## src/logic/scd_pkg.sv

```systemverilog
// Constants shared by the serial column driver modules
package scd_pkg;
    localparam int CHANNELS = 80;
    localparam int GROUP_BITS = 4;
    localparam int GROUPS = 20;
    localparam int CNT_W = 7;
    localparam int SEL_W = 5;
    localparam int GRP_LSB = 2;
    localparam int GRP_DW = SEL_W + GROUP_BITS;
    localparam int LVL_W = 2;
    localparam int FIFO_DEPTH = 2;
    localparam logic [CNT_W-1:0] CNT_ZERO = 7'h00;
    localparam logic [CNT_W-1:0] CNT_ONE = 7'h01;
    localparam logic [CNT_W-1:0] CNT_LAST = 7'h4f;
    localparam logic [GRP_LSB-1:0] NIB_LAST = 2'h3;
    localparam logic [SEL_W-1:0] GRP_MAX = 5'h13;
    // Drive level codes: 0..3 pick V1..V4
    localparam logic [LVL_W-1:0] LVL_SEL_POS = 2'h0;
    localparam logic [LVL_W-1:0] LVL_SEL_NEG = 2'h1;
    localparam logic [LVL_W-1:0] LVL_NON_POS = 2'h2;
    localparam logic [LVL_W-1:0] LVL_NON_NEG = 2'h3;
endpackage : scd_pkg

```

## src/logic/scd_grp_if.sv

```systemverilog
// Valid/ready carrier for converted 4-bit groups
`timescale 1ns/100ps
interface scd_grp_if #(parameter int DW = 9);
    logic valid;
    logic ready;
    logic [DW-1:0] data;
    modport src (output valid, output data, input ready);
    modport snk (input valid, input data, output ready);
endinterface : scd_grp_if

```

## src/logic/scd_pair_fifo.sv

```systemverilog
// Small flip-flop FIFO between group assembly and the first latch
`timescale 1ns/100ps
module scd_pair_fifo #(
    parameter int DW = 9,
    parameter int DEPTH = 2
) (
    // Clock and reset
    input wire logic core_clk,
    input wire logic rstn,
    // Fill and drain sides
    scd_grp_if.snk wr,
    scd_grp_if.src rd
);
    localparam int AW = $clog2(DEPTH);
    localparam logic [AW:0] FULL = (AW+1)'(DEPTH);
    localparam logic [AW-1:0] PTR_LAST = AW'(DEPTH - 1);

    logic [DW-1:0] mem_r [DEPTH];
    logic [DW-1:0] mem_nxt [DEPTH];
    logic [AW-1:0] wptr_r, wptr_nxt, rptr_r, rptr_nxt;
    logic [AW:0] cnt_r, cnt_nxt;
    logic push, pop;

    assign wr.ready = (cnt_r != FULL);
    assign rd.valid = (cnt_r != '0);
    assign rd.data = mem_r[rptr_r];

    always_comb
    begin
        push = wr.valid & wr.ready;
        pop = rd.valid & rd.ready;
        mem_nxt = mem_r;
        wptr_nxt = wptr_r;
        rptr_nxt = rptr_r;
        cnt_nxt = cnt_r;
        if (push)
        begin
            mem_nxt[wptr_r] = wr.data;
            wptr_nxt = (wptr_r == PTR_LAST) ? '0 : wptr_r + 1'b1;
        end
        if (pop)
            rptr_nxt = (rptr_r == PTR_LAST) ? '0 : rptr_r + 1'b1;
        if (push && !pop)
            cnt_nxt = cnt_r + 1'b1;
        else if (pop && !push)
            cnt_nxt = cnt_r - 1'b1;
    end

    always_ff @(posedge core_clk or negedge rstn)
    begin
        if (!rstn)
        begin
            for (int i = 0; i < DEPTH; i++)
                mem_r[i] <= '0;
            wptr_r <= '0;
            rptr_r <= '0;
            cnt_r <= '0;
        end
        else
        begin
            mem_r <= mem_nxt;
            wptr_r <= wptr_nxt;
            rptr_r <= rptr_nxt;
            cnt_r <= cnt_nxt;
        end
    end
endmodule : scd_pair_fifo

```

## src/logic/scd_top.sv

```systemverilog
// Serial to parallel 80-channel column driver core
`timescale 1ns/100ps
// Contract
// - Each channel drives one of four levels picked by its second-latch bit and the alternation signal.
// - Each falling line latch clock edge copies all 80 first-latch bits into the second latch.
// - Incoming serial bits are assembled into 4-bit groups before reaching the first latch.
// - Direction low takes data on the left port and drives the right port; the controller leaves right undriven.
// - Direction high takes data on the right port; the controller leaves the left port alone.
// - The first latch captures each 4-bit group on its own strobe, twenty strobes covering the line.
// - The first latch fills positions 1 to 80 upward with direction low and 80 to 1 with it high.
// - A selector decodes the transfer counter into at most one group strobe at a time.
// - While the device is inactive and the FIFO is empty no strobes occur, so the first latch holds its contents.
// - Panel duty follows only from the controller's shift and latch clock rates, static or dynamic.
// - After 80 converted bits the carry output goes low and the enable flag clears, stopping conversion.
// - The transfer counter is 7 bits wide and its upper 5 bits feed the group selector.
// - The carry output returns high at the rising line latch clock edge for the next cascaded device.
module scd_top (
    // Clock and reset
    input wire logic core_clk,
    input wire logic rstn,
    // Controller clocks and controls
    input wire logic line_latch_clock,
    input wire logic serial_shift_clock,
    input wire logic shift_direction_select,
    input wire logic alternation,
    input wire logic chain_enable_n,
    // Serial ports
    input wire logic left_serial_port_i,
    output logic left_serial_port_o,
    output logic left_serial_port_oe_n,
    input wire logic right_serial_port_i,
    output logic right_serial_port_o,
    output logic right_serial_port_oe_n,
    // Cascade and drive outputs
    output logic chain_carry_n,
    output logic [scd_pkg::CHANNELS*scd_pkg::LVL_W-1:0] drive_level
);
    localparam int CH = scd_pkg::CHANNELS;
    localparam int GB = scd_pkg::GROUP_BITS;
    localparam int NG = scd_pkg::GROUPS;
    localparam int LW = scd_pkg::LVL_W;
    localparam int CW = scd_pkg::CNT_W;
    localparam int GL = scd_pkg::GRP_LSB;

    function automatic logic [NG-1:0] grp_strobe(input logic [scd_pkg::SEL_W-1:0] idx);
        grp_strobe = NG'(1) << idx;
    endfunction : grp_strobe

    function automatic logic [GB-1:0] nib_rev(input logic [GB-1:0] v);
        for (int i = 0; i < GB; i++)
            nib_rev[i] = v[GB-1-i];
    endfunction : nib_rev

    // Two-stage synchronisers plus one history stage for edges
    localparam int NS = 7;
    logic [NS-1:0] s1_r, s2_r, async_in;
    logic l1_d_r, sh_d_r;
    assign async_in = {line_latch_clock, serial_shift_clock, shift_direction_select, alternation,
                       chain_enable_n, left_serial_port_i, right_serial_port_i};
    always_ff @(posedge core_clk or negedge rstn)
    begin
        if (!rstn)
        begin
            s1_r <= '0;
            s2_r <= '0;
            l1_d_r <= 1'b0;
            sh_d_r <= 1'b0;
        end
        else
        begin
            s1_r <= async_in;
            s2_r <= s1_r;
            l1_d_r <= s2_r[NS-1];
            sh_d_r <= s2_r[NS-2];
        end
    end

    logic l1_s, sh_s, dir_s, alt_s, en_n_s, left_s, right_s;
    assign {l1_s, sh_s, dir_s, alt_s, en_n_s, left_s, right_s} = s2_r;
    logic l1_fall, l1_rise, sh_fall, data_in;
    assign l1_fall = l1_d_r & ~l1_s;
    assign l1_rise = ~l1_d_r & l1_s;
    assign sh_fall = sh_d_r & ~sh_s;
    assign data_in = dir_s ? right_s : left_s;

    scd_grp_if #(.DW(scd_pkg::GRP_DW)) push_if ();
    scd_grp_if #(.DW(scd_pkg::GRP_DW)) pop_if ();

    scd_pair_fifo #(.DW(scd_pkg::GRP_DW), .DEPTH(scd_pkg::FIFO_DEPTH)) u_fifo (
        .core_clk(core_clk),
        .rstn(rstn),
        .wr(push_if.snk),
        .rd(pop_if.src)
    );

    // Conversion control
    logic en_flag_r, en_flag_nxt, carry_n_r, carry_n_nxt, pend_r, pend_nxt;
    logic [CW-1:0] cnt_r, cnt_nxt;
    logic [GB-1:0] nib_r, nib_nxt;
    logic [scd_pkg::GRP_DW-1:0] grp_r, grp_nxt;
    logic dout_r, dout_nxt;
    logic active, take, done_evt;
    logic [scd_pkg::SEL_W-1:0] grp_idx;

    assign active = en_flag_r & ~en_n_s;
    assign take = sh_fall & active & ~(pend_r & ~push_if.ready);
    assign done_evt = take & (cnt_r == scd_pkg::CNT_LAST);
    assign grp_idx = cnt_r[CW-1:GL];
    assign push_if.valid = pend_r;
    assign push_if.data = grp_r;

    always_comb
    begin
        nib_nxt = nib_r;
        cnt_nxt = cnt_r;
        grp_nxt = grp_r;
        dout_nxt = dout_r;
        pend_nxt = pend_r & ~push_if.ready;
        if (l1_s)
            en_flag_nxt = 1'b1;
        else if (done_evt)
            en_flag_nxt = 1'b0;
        else
            en_flag_nxt = en_flag_r;
        if (l1_rise)
            carry_n_nxt = 1'b1;
        else if (done_evt)
            carry_n_nxt = 1'b0;
        else
            carry_n_nxt = carry_n_r;
        if (l1_rise)
            cnt_nxt = scd_pkg::CNT_ZERO;
        else if (take)
        begin
            nib_nxt[cnt_r[GL-1:0]] = data_in;
            dout_nxt = data_in;
            cnt_nxt = done_evt ? scd_pkg::CNT_ZERO : cnt_r + scd_pkg::CNT_ONE;
            if (cnt_r[GL-1:0] == scd_pkg::NIB_LAST)
            begin
                // Whole group ready; mirror placement when shifting from the right
                pend_nxt = 1'b1;
                if (dir_s)
                    grp_nxt = {scd_pkg::GRP_MAX - grp_idx, nib_rev(nib_nxt)};
                else
                    grp_nxt = {grp_idx, nib_nxt};
            end
        end
    end

    always_ff @(posedge core_clk or negedge rstn)
    begin
        if (!rstn)
        begin
            en_flag_r <= 1'b0;
            carry_n_r <= 1'b1;
            pend_r <= 1'b0;
            cnt_r <= '0;
            nib_r <= '0;
            grp_r <= '0;
            dout_r <= 1'b0;
        end
        else
        begin
            en_flag_r <= en_flag_nxt;
            carry_n_r <= carry_n_nxt;
            pend_r <= pend_nxt;
            cnt_r <= cnt_nxt;
            nib_r <= nib_nxt;
            grp_r <= grp_nxt;
            dout_r <= dout_nxt;
        end
    end

    // Selector, latches and level drive
    logic [NG-1:0] strobe;
    logic [CH-1:0] latch1_r, latch1_nxt, latch2_r, latch2_nxt;
    logic [CH*LW-1:0] level_r, level_nxt;
    logic lo_oe_n_r, ro_oe_n_r, lo_r, ro_r;

    // Latch copy takes the cycle; the FIFO holds any group meanwhile
    assign pop_if.ready = ~l1_fall;
    assign strobe = (pop_if.valid & pop_if.ready) ? grp_strobe(pop_if.data[GB +: scd_pkg::SEL_W]) : '0;

    always_comb
    begin
        latch1_nxt = latch1_r;
        for (int g = 0; g < NG; g++)
            if (strobe[g])
                latch1_nxt[g*GB +: GB] = pop_if.data[GB-1:0];
        latch2_nxt = l1_fall ? latch1_r : latch2_r;
        for (int c = 0; c < CH; c++)
            if (latch2_r[c])
                level_nxt[c*LW +: LW] = alt_s ? scd_pkg::LVL_SEL_NEG : scd_pkg::LVL_SEL_POS;
            else
                level_nxt[c*LW +: LW] = alt_s ? scd_pkg::LVL_NON_NEG : scd_pkg::LVL_NON_POS;
    end

    always_ff @(posedge core_clk or negedge rstn)
    begin
        if (!rstn)
        begin
            latch1_r <= '0;
            latch2_r <= '0;
            level_r <= '0;
            lo_oe_n_r <= 1'b1;
            ro_oe_n_r <= 1'b1;
            lo_r <= 1'b0;
            ro_r <= 1'b0;
        end
        else
        begin
            latch1_r <= latch1_nxt;
            latch2_r <= latch2_nxt;
            level_r <= level_nxt;
            lo_oe_n_r <= ~dir_s;
            ro_oe_n_r <= dir_s;
            lo_r <= dout_nxt;
            ro_r <= dout_nxt;
        end
    end

    assign left_serial_port_o = lo_r;
    assign left_serial_port_oe_n = lo_oe_n_r;
    assign right_serial_port_o = ro_r;
    assign right_serial_port_oe_n = ro_oe_n_r;
    assign chain_carry_n = carry_n_r;
    assign drive_level = level_r;
endmodule : scd_top

```

## config.mk

```make
export PLATFORM = sky130hd
export DESIGN_NAME = scd_top
export DESIGN_NICKNAME = d
export VERILOG_FILES = /design/src/logic/scd_pkg.sv /design/src/logic/scd_grp_if.sv /design/src/logic/scd_pair_fifo.sv /design/src/logic/scd_top.sv
export SDC_FILE = /design/constraint.sdc
export NUM_CORES = 1
export LEC_CHECK = 0
export ABC_AREA = 1
export BUFFER_PORTS_ARGS = -buffer_cell sky130_fd_sc_hd__buf_4
export CORE_ASPECT_RATIO = 0.5
export CORE_MARGIN = 2
export CORE_UTILIZATION = 55
export DETAILED_ROUTE_END_ITERATION = 10
export PLACE_DENSITY = 0.81
export SYNTH_ARGS = -nofsm -noshare
export SYNTH_HDL_FRONTEND = slang
export SYNTH_SLANG_ARGS = --single-unit
export TNS_END_PERCENT = 100
```

## constraint.sdc

```tcl
create_clock -name core_clk -period 3.48 [get_ports core_clk]
set_clock_uncertainty 0.2 [all_clocks]
set_input_delay 0.174 -clock core_clk [delete_from_list [all_inputs] [get_ports core_clk]]
set_output_delay 0.174 -clock core_clk [all_outputs]
set_load 0.02 [all_outputs]
```

### Word level (Yosys, flattened, before mapping)

Index checks and enable logic that the tools add are counted.
W data, S select, Z words.

* register bits after elaboration: 384
* bits of input ports: 9
* logic and storage cells: 196

* add/subtract/negate cells: 6
* order comparisons: 5
* equal/unequal tests: 3
* shifts and indexed selects: 1
* muxes and demuxes: 107
* bitwise gates (word level): 21
* reductions and logical operators: 13

Operators by type and width (count)
* $mux W2: 82
* $mux W9: 5
* $mux W7: 3
* $mux W20: 1
* $shl A1 B5 Y20 const A: 1
* $bwmux W18: 1
* $mux W1: 12
* $and A1 B1 Y1: 10
* $reduce_bool A2 Y1: 5
* $demux W9 S1: 1
* $not A1 Y1: 9
* $add A7 B1 Y7 const B: 1
* $eq A7 B7 Y1 const B: 1
* $sub A5 B5 Y5 const A: 1
* $bwmux W4: 1
* $ge A2 B2 Y1 const B: 2
* $logic_and A1 B1 Y1: 4
* $not A1 Y2: 2
* $lt A2 B3 Y1 const B: 1
* $reduce_and A3 Y1: 1
* $add A1 B1 Y1 const B: 2
* $add A2 B1 Y2 const B: 1
* $demux W1 S2: 1
* $eq A2 B2 Y1 const B: 1
* other kinds (6): 7

### Logic depth before layout (Yosys ltp)

Gate-level depths: netlist of the first run.

* depth after elaboration: 9
* gate-level depth with buffers: 10
* gate-level depth less buffers: 9

### Hierarchy

A second synthesis of the first run with hierarchy kept.

* cells, all modules: 1200
* area total of the unflattened synthesis: 11816.3 um^2

By module, submodules not included
* scd_top: times used 1, cells each 1065, area an instance 10706.5 um^2, seq. area each 7085.5 um^2
* scd_pair_fifo: times used 1, cells each 135, area an instance 1109.8 um^2, seq. area each 550.5 um^2

### Worst setup path before layout of the first run

OpenSTA, ideal clock, no wires.

* path kind: flip-flop to output port
* from: register drive_level[158] (netlist name)
* to: output drive_level[100] (netlist bit)
* arrival: 1.934 ns
* path slack: 1.172 ns
* cell stages (with the launch flop): 2
* path buffers: 1
* path through: dfrtp_1 -> buf_4

RTL lines
* end, declared: RTL line scd_top.sv:36 `output logic [scd_pkg::CHANNELS*scd_pkg::LVL_W-1:0] drive_level`

### Worst setup path in the final report of the first run

* from: register u_fifo.rptr_r
* to: register latch1_r[31]

* word-level cells in the longest chain between the ends: 6

Ends and longest elaborated chain
* start, declared: RTL line scd_pair_fifo.sv:20 `logic [AW-1:0] wptr_r, wptr_nxt, rptr_r, rptr_nxt;`
* start signal, assigned: RTL line scd_pair_fifo.sv:63 `rptr_r <= rptr_nxt;`
* $not A1 Y2 (not written as such) *: RTL line scd_pair_fifo.sv:26 `assign rd.data = mem_r[rptr_r];`
* $mux W9 (not written as such) * (3 in a row): RTL line scd_pair_fifo.sv:26
* $shl A1 B5 Y20: RTL line scd_top.sv:46 `grp_strobe = NG'(1) << idx;`
* $mux W20: RTL line scd_top.sv:182 `assign strobe = (pop_if.valid & pop_if.ready) ? grp_strobe(pop_if.data[GB +: scd_pkg::SEL_W]) : '0;`
* end signal, assigned: RTL line scd_top.sv:212 `latch1_r <= latch1_nxt;`
* end, declared: RTL line scd_top.sv:176 `logic [CH-1:0] latch1_r, latch1_nxt, latch2_r, latch2_nxt;`

Mark *: on every way between the ends. The rest lies on a longest branch, timed or not. The select of a mux whose other input is x is not followed.
A chain may end at the register's enable or synchronous reset.

==> results of run 1 <==
## per-layer routing
| layer | routed length, um | up-vias | GRT usage |
|---|---|---|---|
| met5 | 0 | - | 0 |
| met4 | 536 | 0 | 0.0635 |
| met3 | 1310 | 44 | 0.0383 |
| met2 | 10900 | 229 | 0.346 |
| met1 | 9700 | 3840 | 0.262 |
| li1 | - | 3812 | - |
## state kept, by name, indices dropped and copies added, names as in the netlist, 2 cells and up
register	cells
u_fifo.mem_r	18
drive_level	81
s1_r	7
s2_r	7
nib_r	4
grp_r	9
latch2_r	80
latch1_r	80
cnt_r	7
u_fifo.cnt_r	2
## power breakdown
| part | internal (mW) | leakage, nW | switching, mW |
|---|---|---|---|
| Sequential | 3.60 | 3.77 | 0.0756 |
| Combinational | 0.213 | 2.41 | 0.552 |
| Clock | 1.67 | 0.422 | 1.25 |
## worst paths after layout
| path | startpoint | endpoint | slack [ns] | cells past startpoint |
|---|---|---|---|---|
| max reg2reg | u_fifo.rptr_r$_DFFE_PN0P_ | latch1_r[31]$_DFFE_PN0P_ | 0.90 | 6 |
| min in group core_clk | serial_shift_clock | s1_r[5]$_DFF_PN0_ | 0.09 | 2 |
| min reg2reg | s1_r[6]$_DFF_PN0_ | s2_r[6]$_DFF_PN0_ | 0.15 | 0 |
| max | u_fifo.rptr_r$_DFFE_PN0P_ | latch1_r[31]$_DFFE_PN0P_ | 0.90 | 6 |
| min | rstn | s1_r[5]$_DFF_PN0_ | 0.04 | 2 |
| max in group asynchronous | rstn | drive_level[158]$_DFF_PN0_ | 2.12 | 3 |
## logic make-up after synthesis
kind of cell | count (synthesis)
xor+xnor | 9
simple gates | 428
flops | 305
buf+inv | 249
fa+ha+maj | 8
compound gates | 199
## placed cells by master, fill, tap and decap left out, types with 4 or more instances in the layout
cell and n:
sky130_fd_sc_hd__clkinv_2 5, sky130_fd_sc_hd__nand3_1 17, sky130_fd_sc_hd__dfrtp_1 301, sky130_fd_sc_hd__nand2_1 354
sky130_fd_sc_hd__o21ai_0 154, sky130_fd_sc_hd__clkbuf_1 6, sky130_fd_sc_hd__inv_1 120, sky130_fd_sc_hd__ha_1 8
sky130_fd_sc_hd__xnor2_1 5, sky130_fd_sc_hd__nor2_2 8, sky130_fd_sc_hd__clkbuf_16 26, sky130_fd_sc_hd__dlygate4sd3_1 8
sky130_fd_sc_hd__o21ai_1 41, sky130_fd_sc_hd__or2_2 4, sky130_fd_sc_hd__xor2_1 4, sky130_fd_sc_hd__nor2_1 6
sky130_fd_sc_hd__nor2_4 14, sky130_fd_sc_hd__nand3_4 8, sky130_fd_sc_hd__buf_4 177, sky130_fd_sc_hd__nand2_2 10
## final cells by class
type                    count  area, um^2
fillers                  1673        7640
flip-flops and latches    305        7640
multi-input cells         644        3120
repair buffers            189        1480
clock buffers              35         714
inverters                 122         460
well taps                 300         375
clock inverters            11         148
## worst max-delay path, cell delays in order, from the launching register on
cell	delay, ns
sky130_fd_sc_hd__dfrtp_1	0.57
sky130_fd_sc_hd__inv_4	0.23
sky130_fd_sc_hd__nand2_1	0.07
sky130_fd_sc_hd__nand2_1	0.09
sky130_fd_sc_hd__nand3_2	0.68
sky130_fd_sc_hd__o21ai_0	0.51
sky130_fd_sc_hd__nand2_1	0.09
## repair_timing
action                                 CTS  global route
endpoints found under the hold margin  103             0
hold buffers                             8             0
setup buffers                            0             0
==> results.txt, run 1 <==
The relative area change from synthesis to final layout is 15.4%. The average size of a mapped cell came out at 10.1 um^2. The total placed instance area is 13,000 um^2. Setup violations remaining at the end of the flow were counted as 0. The overall die width is 214 um.

The number of pins exceeding their max-slew limit in the final report came out at 0. The total via count in the routed design is 7,925. The area of the core region came out at 21,600 um^2. Headroom to the max-slew limit came out at 0.259.

The tree is rooted in a sky130_fd_sc_hd__clkbuf_16. In this run the core area contains 38 standard-cell rows. The worst hold-check path type is input port to asynchronous set/reset pin. For the finished layout, the period the worst path requires is 2.58 ns.

The pre-antenna-repair detailed-routing pass consisted of 6 iterations. The maximum number of pins on one net before global-route repair came out at 102. The detailed placer's ending HPWL is 14.6 mm.

The slew at the pin closest to its max-slew limit came out at 1.11 ns. The summed instance area of the synthesized netlist came out at 12,100 um^2. The post-route worst setup slack came out at 0.896 ns. The count of input and output buffers came out at 173. The share of the core filled with cells is 0.646. The post-detailed-routing wire length is 22.5 mm.

In the global route stage, overall resource usage came out at 0.201. Ranked by total cell area, the synthesized netlist is headed by sky130_fd_sc_hd__dfrtp_1 63%, sky130_fd_sc_hd__nand2_1 11%, sky130_fd_sc_hd__o21ai_0 6.4%, sky130_fd_sc_hd__buf_4 5.0%, sky130_fd_sc_hd__inv_1 3.7%. From bottom edge to top edge, the die measures 109 um. The synthesized netlist contains 29 unique library cells.

The total number of clock tree sinks is 305. The wire length of the first global-routing pass came out at 37.4 mm. The maximum clock frequency is 0.387 GHz. The final routed wire length divided by cell count is 14.0 um. The TritonCTS clock tree is done. The count of inserted antenna diode cells came out at 0. sky130_fd_sc_hd__nand2_1 is the most common cell in the netlist. The congestion estimate from routability-driven global placement came to 0.789. The largest family of logic cells by synthesized area is simple AND/OR/NAND/NOR gates. The proportion of register bits with asynchronous set or reset after synthesis came out at 1.00. The final-report hold violation count is 0. In the routed design, unresolved DRC markers number 0. The max-capacitance violation count came out at 0. In this run, the number of DRC markers left after iteration 0 of detailed routing was 438. The post-layout net count came out at 1,305. The design area is 13,900 um^2. Of the post-synthesis cell area, the dominant cell type holds 0.626. Of the total synthesized cell area, the portion taken by AND, OR, NAND and NOR gates is 0.160. The flow ran to the end, and the final reports show no timing, DRC or antenna violations. The critical path data arrival time came out at 2.78 ns.

In the final layout, the share of cells above drive strength 1 is 0.211. The clock insertion delay at the later pin of the skew report came out at 0.53 ns. Of the available clock period, the critical path in the final layout requires 0.743. After clock tree synthesis, the repair step resized 0 gates.

The worst-case setup slack after placement came out at 0.924 ns. The type of destination of the critical path is a flop. The share of synthesized area occupied by flip-flops and latches is 0.632. The number of nets with antenna violations after routing came out at 0. Global routing finished with a remaining overflow of 0. The number of H-tree levels is 1. The type of the worst setup path is flop to flop. After routing, the total negative slack on setup checks comes to 0 ns.

The post-route worst hold slack is 0.0426 ns. The complex-gate fraction of the synthesized area is 0.0832. The via count of the first global-routing pass came out at 7,872.

The peak ir drop on the vdd network is 0.000310 V. The maximum number of buffers from clock root to sink came out at 3. The total power density per cell area is 528 nW/um^2. The count of mapped cells out of synthesis is 1,198. The required time reported for the critical path endpoint is 3.68 ns. The number of nets in the synthesized netlist came out at 1,215. The critical-path maximum fanout came out at 40.

sky130_fd_sc_hd__dfrtp_1 takes more of the synthesized area than any other cell. The share of the synthesized netlist area taken by xor and xnor gates is 0.00653. The Yosys warning count came out at 0. The number of vias per cell came out at 4.93. The boundary pin count is 174.

The count of placed standard cells in the final layout, fillers left out came out at 1,606. In this run, CTS created clock tree buffers numbering 26. The synthesized flop and latch total came out at 305. After detailed placement, the design holds a cell count of 1,552.

The worst setup path is launched from a flop. The die area is 23,200 um^2. The mux cell area share after synthesis came out at 0.

The commonest cells after synthesis are 354 x sky130_fd_sc_hd__nand2_1, 302 x sky130_fd_sc_hd__dfrtp_1, 154 x sky130_fd_sc_hd__o21ai_0. The share of synthesized cell area in full adder, half adder and majority cells came out at 0.00829. The number of synthesized flops with an enable pin is 0. Setup repair after global routing left no endpoint under its margin. After layout, the design draws a total of 7.36 mW.

The analysis attributes to cell leakage a power of 6.61 nW. For this configuration, the core starts out at a cell density of 0.560. Among all flip-flop cells after synthesis, the most frequent one is sky130_fd_sc_hd__dfrtp_1.

The clock input transition at the sequential cells of the worst setup and hold paths is 0.06 ns. The number of antenna violations at the first check in global routing came out at 0.
Note: power is estimated with default switching activity, not from simulation.
==> run 2: changes to the inputs <==
==> constraint.sdc (replaced) <==
create_clock -name core_clk -period 2.53 [get_ports core_clk]
set_clock_uncertainty 0.2 [all_clocks]
set_input_delay 0.1265 -clock core_clk [delete_from_list [all_inputs] [get_ports core_clk]]
set_output_delay 0.1265 -clock core_clk [all_outputs]
set_load 0.02 [all_outputs]
==> results.txt, run 2 (synthesis results as in run 1) <==
The remaining global-route overflow is 0. The number of pins exceeding their max-slew limit in the final report came out at 0. The cell count after placement came out at 1,561. In the layout the commonest cells are 354 x sky130_fd_sc_hd__nand2_1, 301 x sky130_fd_sc_hd__dfrtp_1, 182 x sky130_fd_sc_hd__buf_4, 154 x sky130_fd_sc_hd__o21ai_0, 120 x sky130_fd_sc_hd__inv_1. The peak ir drop on the vdd network came out at 0.000587 V. The critical-path maximum fanout came out at 25. The number of fillers in the final layout is 1,655. The vertical die dimension is 109 um. The area of the core region is 21,600 um^2. Walking the worst path, the cells encountered are inv_4, nand2_1, nand2_1, nand3_2, buf_12, o21ai_0, nand2_1.

The number of violations reported at the end of detailed-routing iteration 0 came out at 473. At the end of routability-driven placement, the weighted congestion stood at 0.768. The number of remaining DRC errors came out at 0. The most common cell type on the critical path is sky130_fd_sc_hd__nand2_1. The total number of clock tree sinks came out at 305.

Timing analysis after detailed placement gives a worst setup slack of 0.314 ns. The flip-flop count of the largest register, all copies and words added is 81. Across every metal layer, demand over resource in global routing totals 0.208. The maximum clock frequency is 0.431 GHz. Dividing total power by cell area gives a power density of 741 nW/um^2. The cell chosen for the clock root is sky130_fd_sc_hd__clkbuf_16. The shortest period the worst path allows came out at 2.32 ns. The detailed placer's ending HPWL came out at 15.2 mm. The final routed wire length divided by cell count is 14.6 um. The path class of the tightest hold or removal check is input port to flop.

The die area is 23,200 um^2. The type of the worst setup path is flop to flop. The number of antenna violations at the first check in global routing came out at 0. The post-detailed-routing wire length is 23.7 mm.

The post-route worst hold slack is 0.0443 ns. The standard cell with the maximum stage delay on the critical path is sky130_fd_sc_hd__dfrtp_1. Once layout is complete, the utilization of the core stands at 0.655. The clock input transition at the sequential cells of the worst setup and hold paths is 0.06 ns. The total via count in the routed design came out at 8,144.

The wire length of the first global-routing pass is 38.9 mm. Counting cells, the worst reg-to-reg path comes to 7. TritonCTS built the clock tree.

The overall die width is 214 um. The worst hold path was traced through 2 stages. The number of iterations in the first detailed-routing pass is 5. The maximum number of buffers from clock root to sink is 3. Across the whole layout, storage elements account for 7640 um^2. The max-capacitance violation count is 0. The TritonCTS buffer count came out at 27.

The maximum number of pins on one net before global-route repair came out at 161. The post-route worst setup slack is 0.212 ns. The boundary pin count is 174. The required time reported for the critical path endpoint came out at 2.74 ns. The remaining max-slew budget at the tightest pin is 0.585. The worst setup path is launched from a flop. The slew at the pin closest to its max-slew limit is 0.622 ns. The starting utilization of the core area came out at 0.560.

The sum of negative setup slack came out at 0 ns. The run finished with clean final reports. The count of placed standard cells in the final layout, fillers left out came out at 1,620.

The relative area change from synthesis to final layout came out at 17.1%. The post-layout net count is 1,316. The multi-input logic area came out at 3120 um^2. Leaving out fill and tap cells, the most frequent cell in the layout is sky130_fd_sc_hd__nand2_1. The clock insertion delay at the later pin of the skew report is 0.54 ns. The initialized floorplan defines 38 standard-cell rows.

In the finished design, the share of the clock period the worst path needs comes to 0.916. The via count of the first global-routing pass came out at 8,261. CTS built an H-tree with a depth of 1. The number of nets with antenna violations after routing came out at 0. Summed over all cells, the static leakage comes to 6.72 nW. The number of vias per cell is 5.03. Data arrives at the worst endpoint at 2.53 ns.

Setup violations remaining at the end of the flow were counted as 0. The count of input and output buffers came out at 173. On the worst path, the slowest cell contributes a delay of 0.59 ns.

The share of cells above drive strength 1 came out at 0.218. The count of cells resized by post-cts repair is 0. The final-report hold violation count is 0.

STA classifies the critical path endpoint as a flop. The count of inserted antenna diode cells is 0. Setup repair after global routing left no endpoint under its margin.
==> run 2: cell type report <==
| type | count | area share |
|---|---|---|
| Multi-Input combinational cell | 644 | 0.221 |
| Timing Repair Buffer | 199 | 0.114 |
| Sequential cell | 305 | 0.540 |
| Clock buffer | 42 | 0.0574 |
| Tap cell | 300 | 0.0265 |
| Inverter | 122 | 0.0325 |
| Clock inverter | 8 | 0.00920 |
==> run 2: per-stage QoR <==
step | instance area [um^2] | total power, mW
2_1_floorplan | 12100 | 6.03
3_3_place_gp | 13100 | 6.21
6_report | 14100 | 10.5
4_1_cts | 14100 | 10.6
3_5_place_dp | 13100 | 6.27
5_1_grt | 14100 | 10.9
==> run 2: where the power goes <==
group	leakage [nW]	internal (mW)	switching, mW
combinational	2.48	0.344	0.801
clock	0.466	2.52	1.76
sequential	3.77	4.95	0.0967
total	6.72	7.82	2.66
==> run 2: timing repair <==
| action | 4_1_cts | 5_1_grt |
|---|---|---|
| endpoints found under the hold margin | 312 | 0 |
| buffers inserted | 0 | 0 |
| hold buffers | 9 | 0 |
==> run 2: path summary, 6_finish.rpt <==
kind	slack (ns)	startpoint	to
max	0.21	u_fifo.rptr_r$_DFFE_PN0P_	latch1_r[24]$_DFFE_PN0P_
min	0.04	line_latch_clock	s1_r[6]$_DFF_PN0_
max reg2reg	0.21	u_fifo.rptr_r$_DFFE_PN0P_	latch1_r[24]$_DFFE_PN0P_
min reg2reg	0.15	s1_r[6]$_DFF_PN0_	s2_r[6]$_DFF_PN0_
max in group asynchronous	0.84	rstn	drive_level[158]$_DFF_PN0_
min in group asynchronous	0.49	rstn	sh_d_r$_DFF_PN0_
==> run 2: worst max-delay path, delay by kind of cell, from the launching register on <==
family                 cells  cell delay, ns
AND/OR/NAND/NOR            4            0.64
buffers and inverters      2            0.55
AO/OA/AOI/OAI              1            0.22
flip-flops                 1            0.59
==> run 2: routing by layer <==
metal / up-vias / part of all wire / track usage
met2: 244 / 0.51 / 0.376
met4: 0 / 0.018 / 0.0600
met3: 37 / 0.055 / 0.0328
met5: - / 0 / 0
li1: 3844 / - / -
met1: 4019 / 0.42 / 0.264
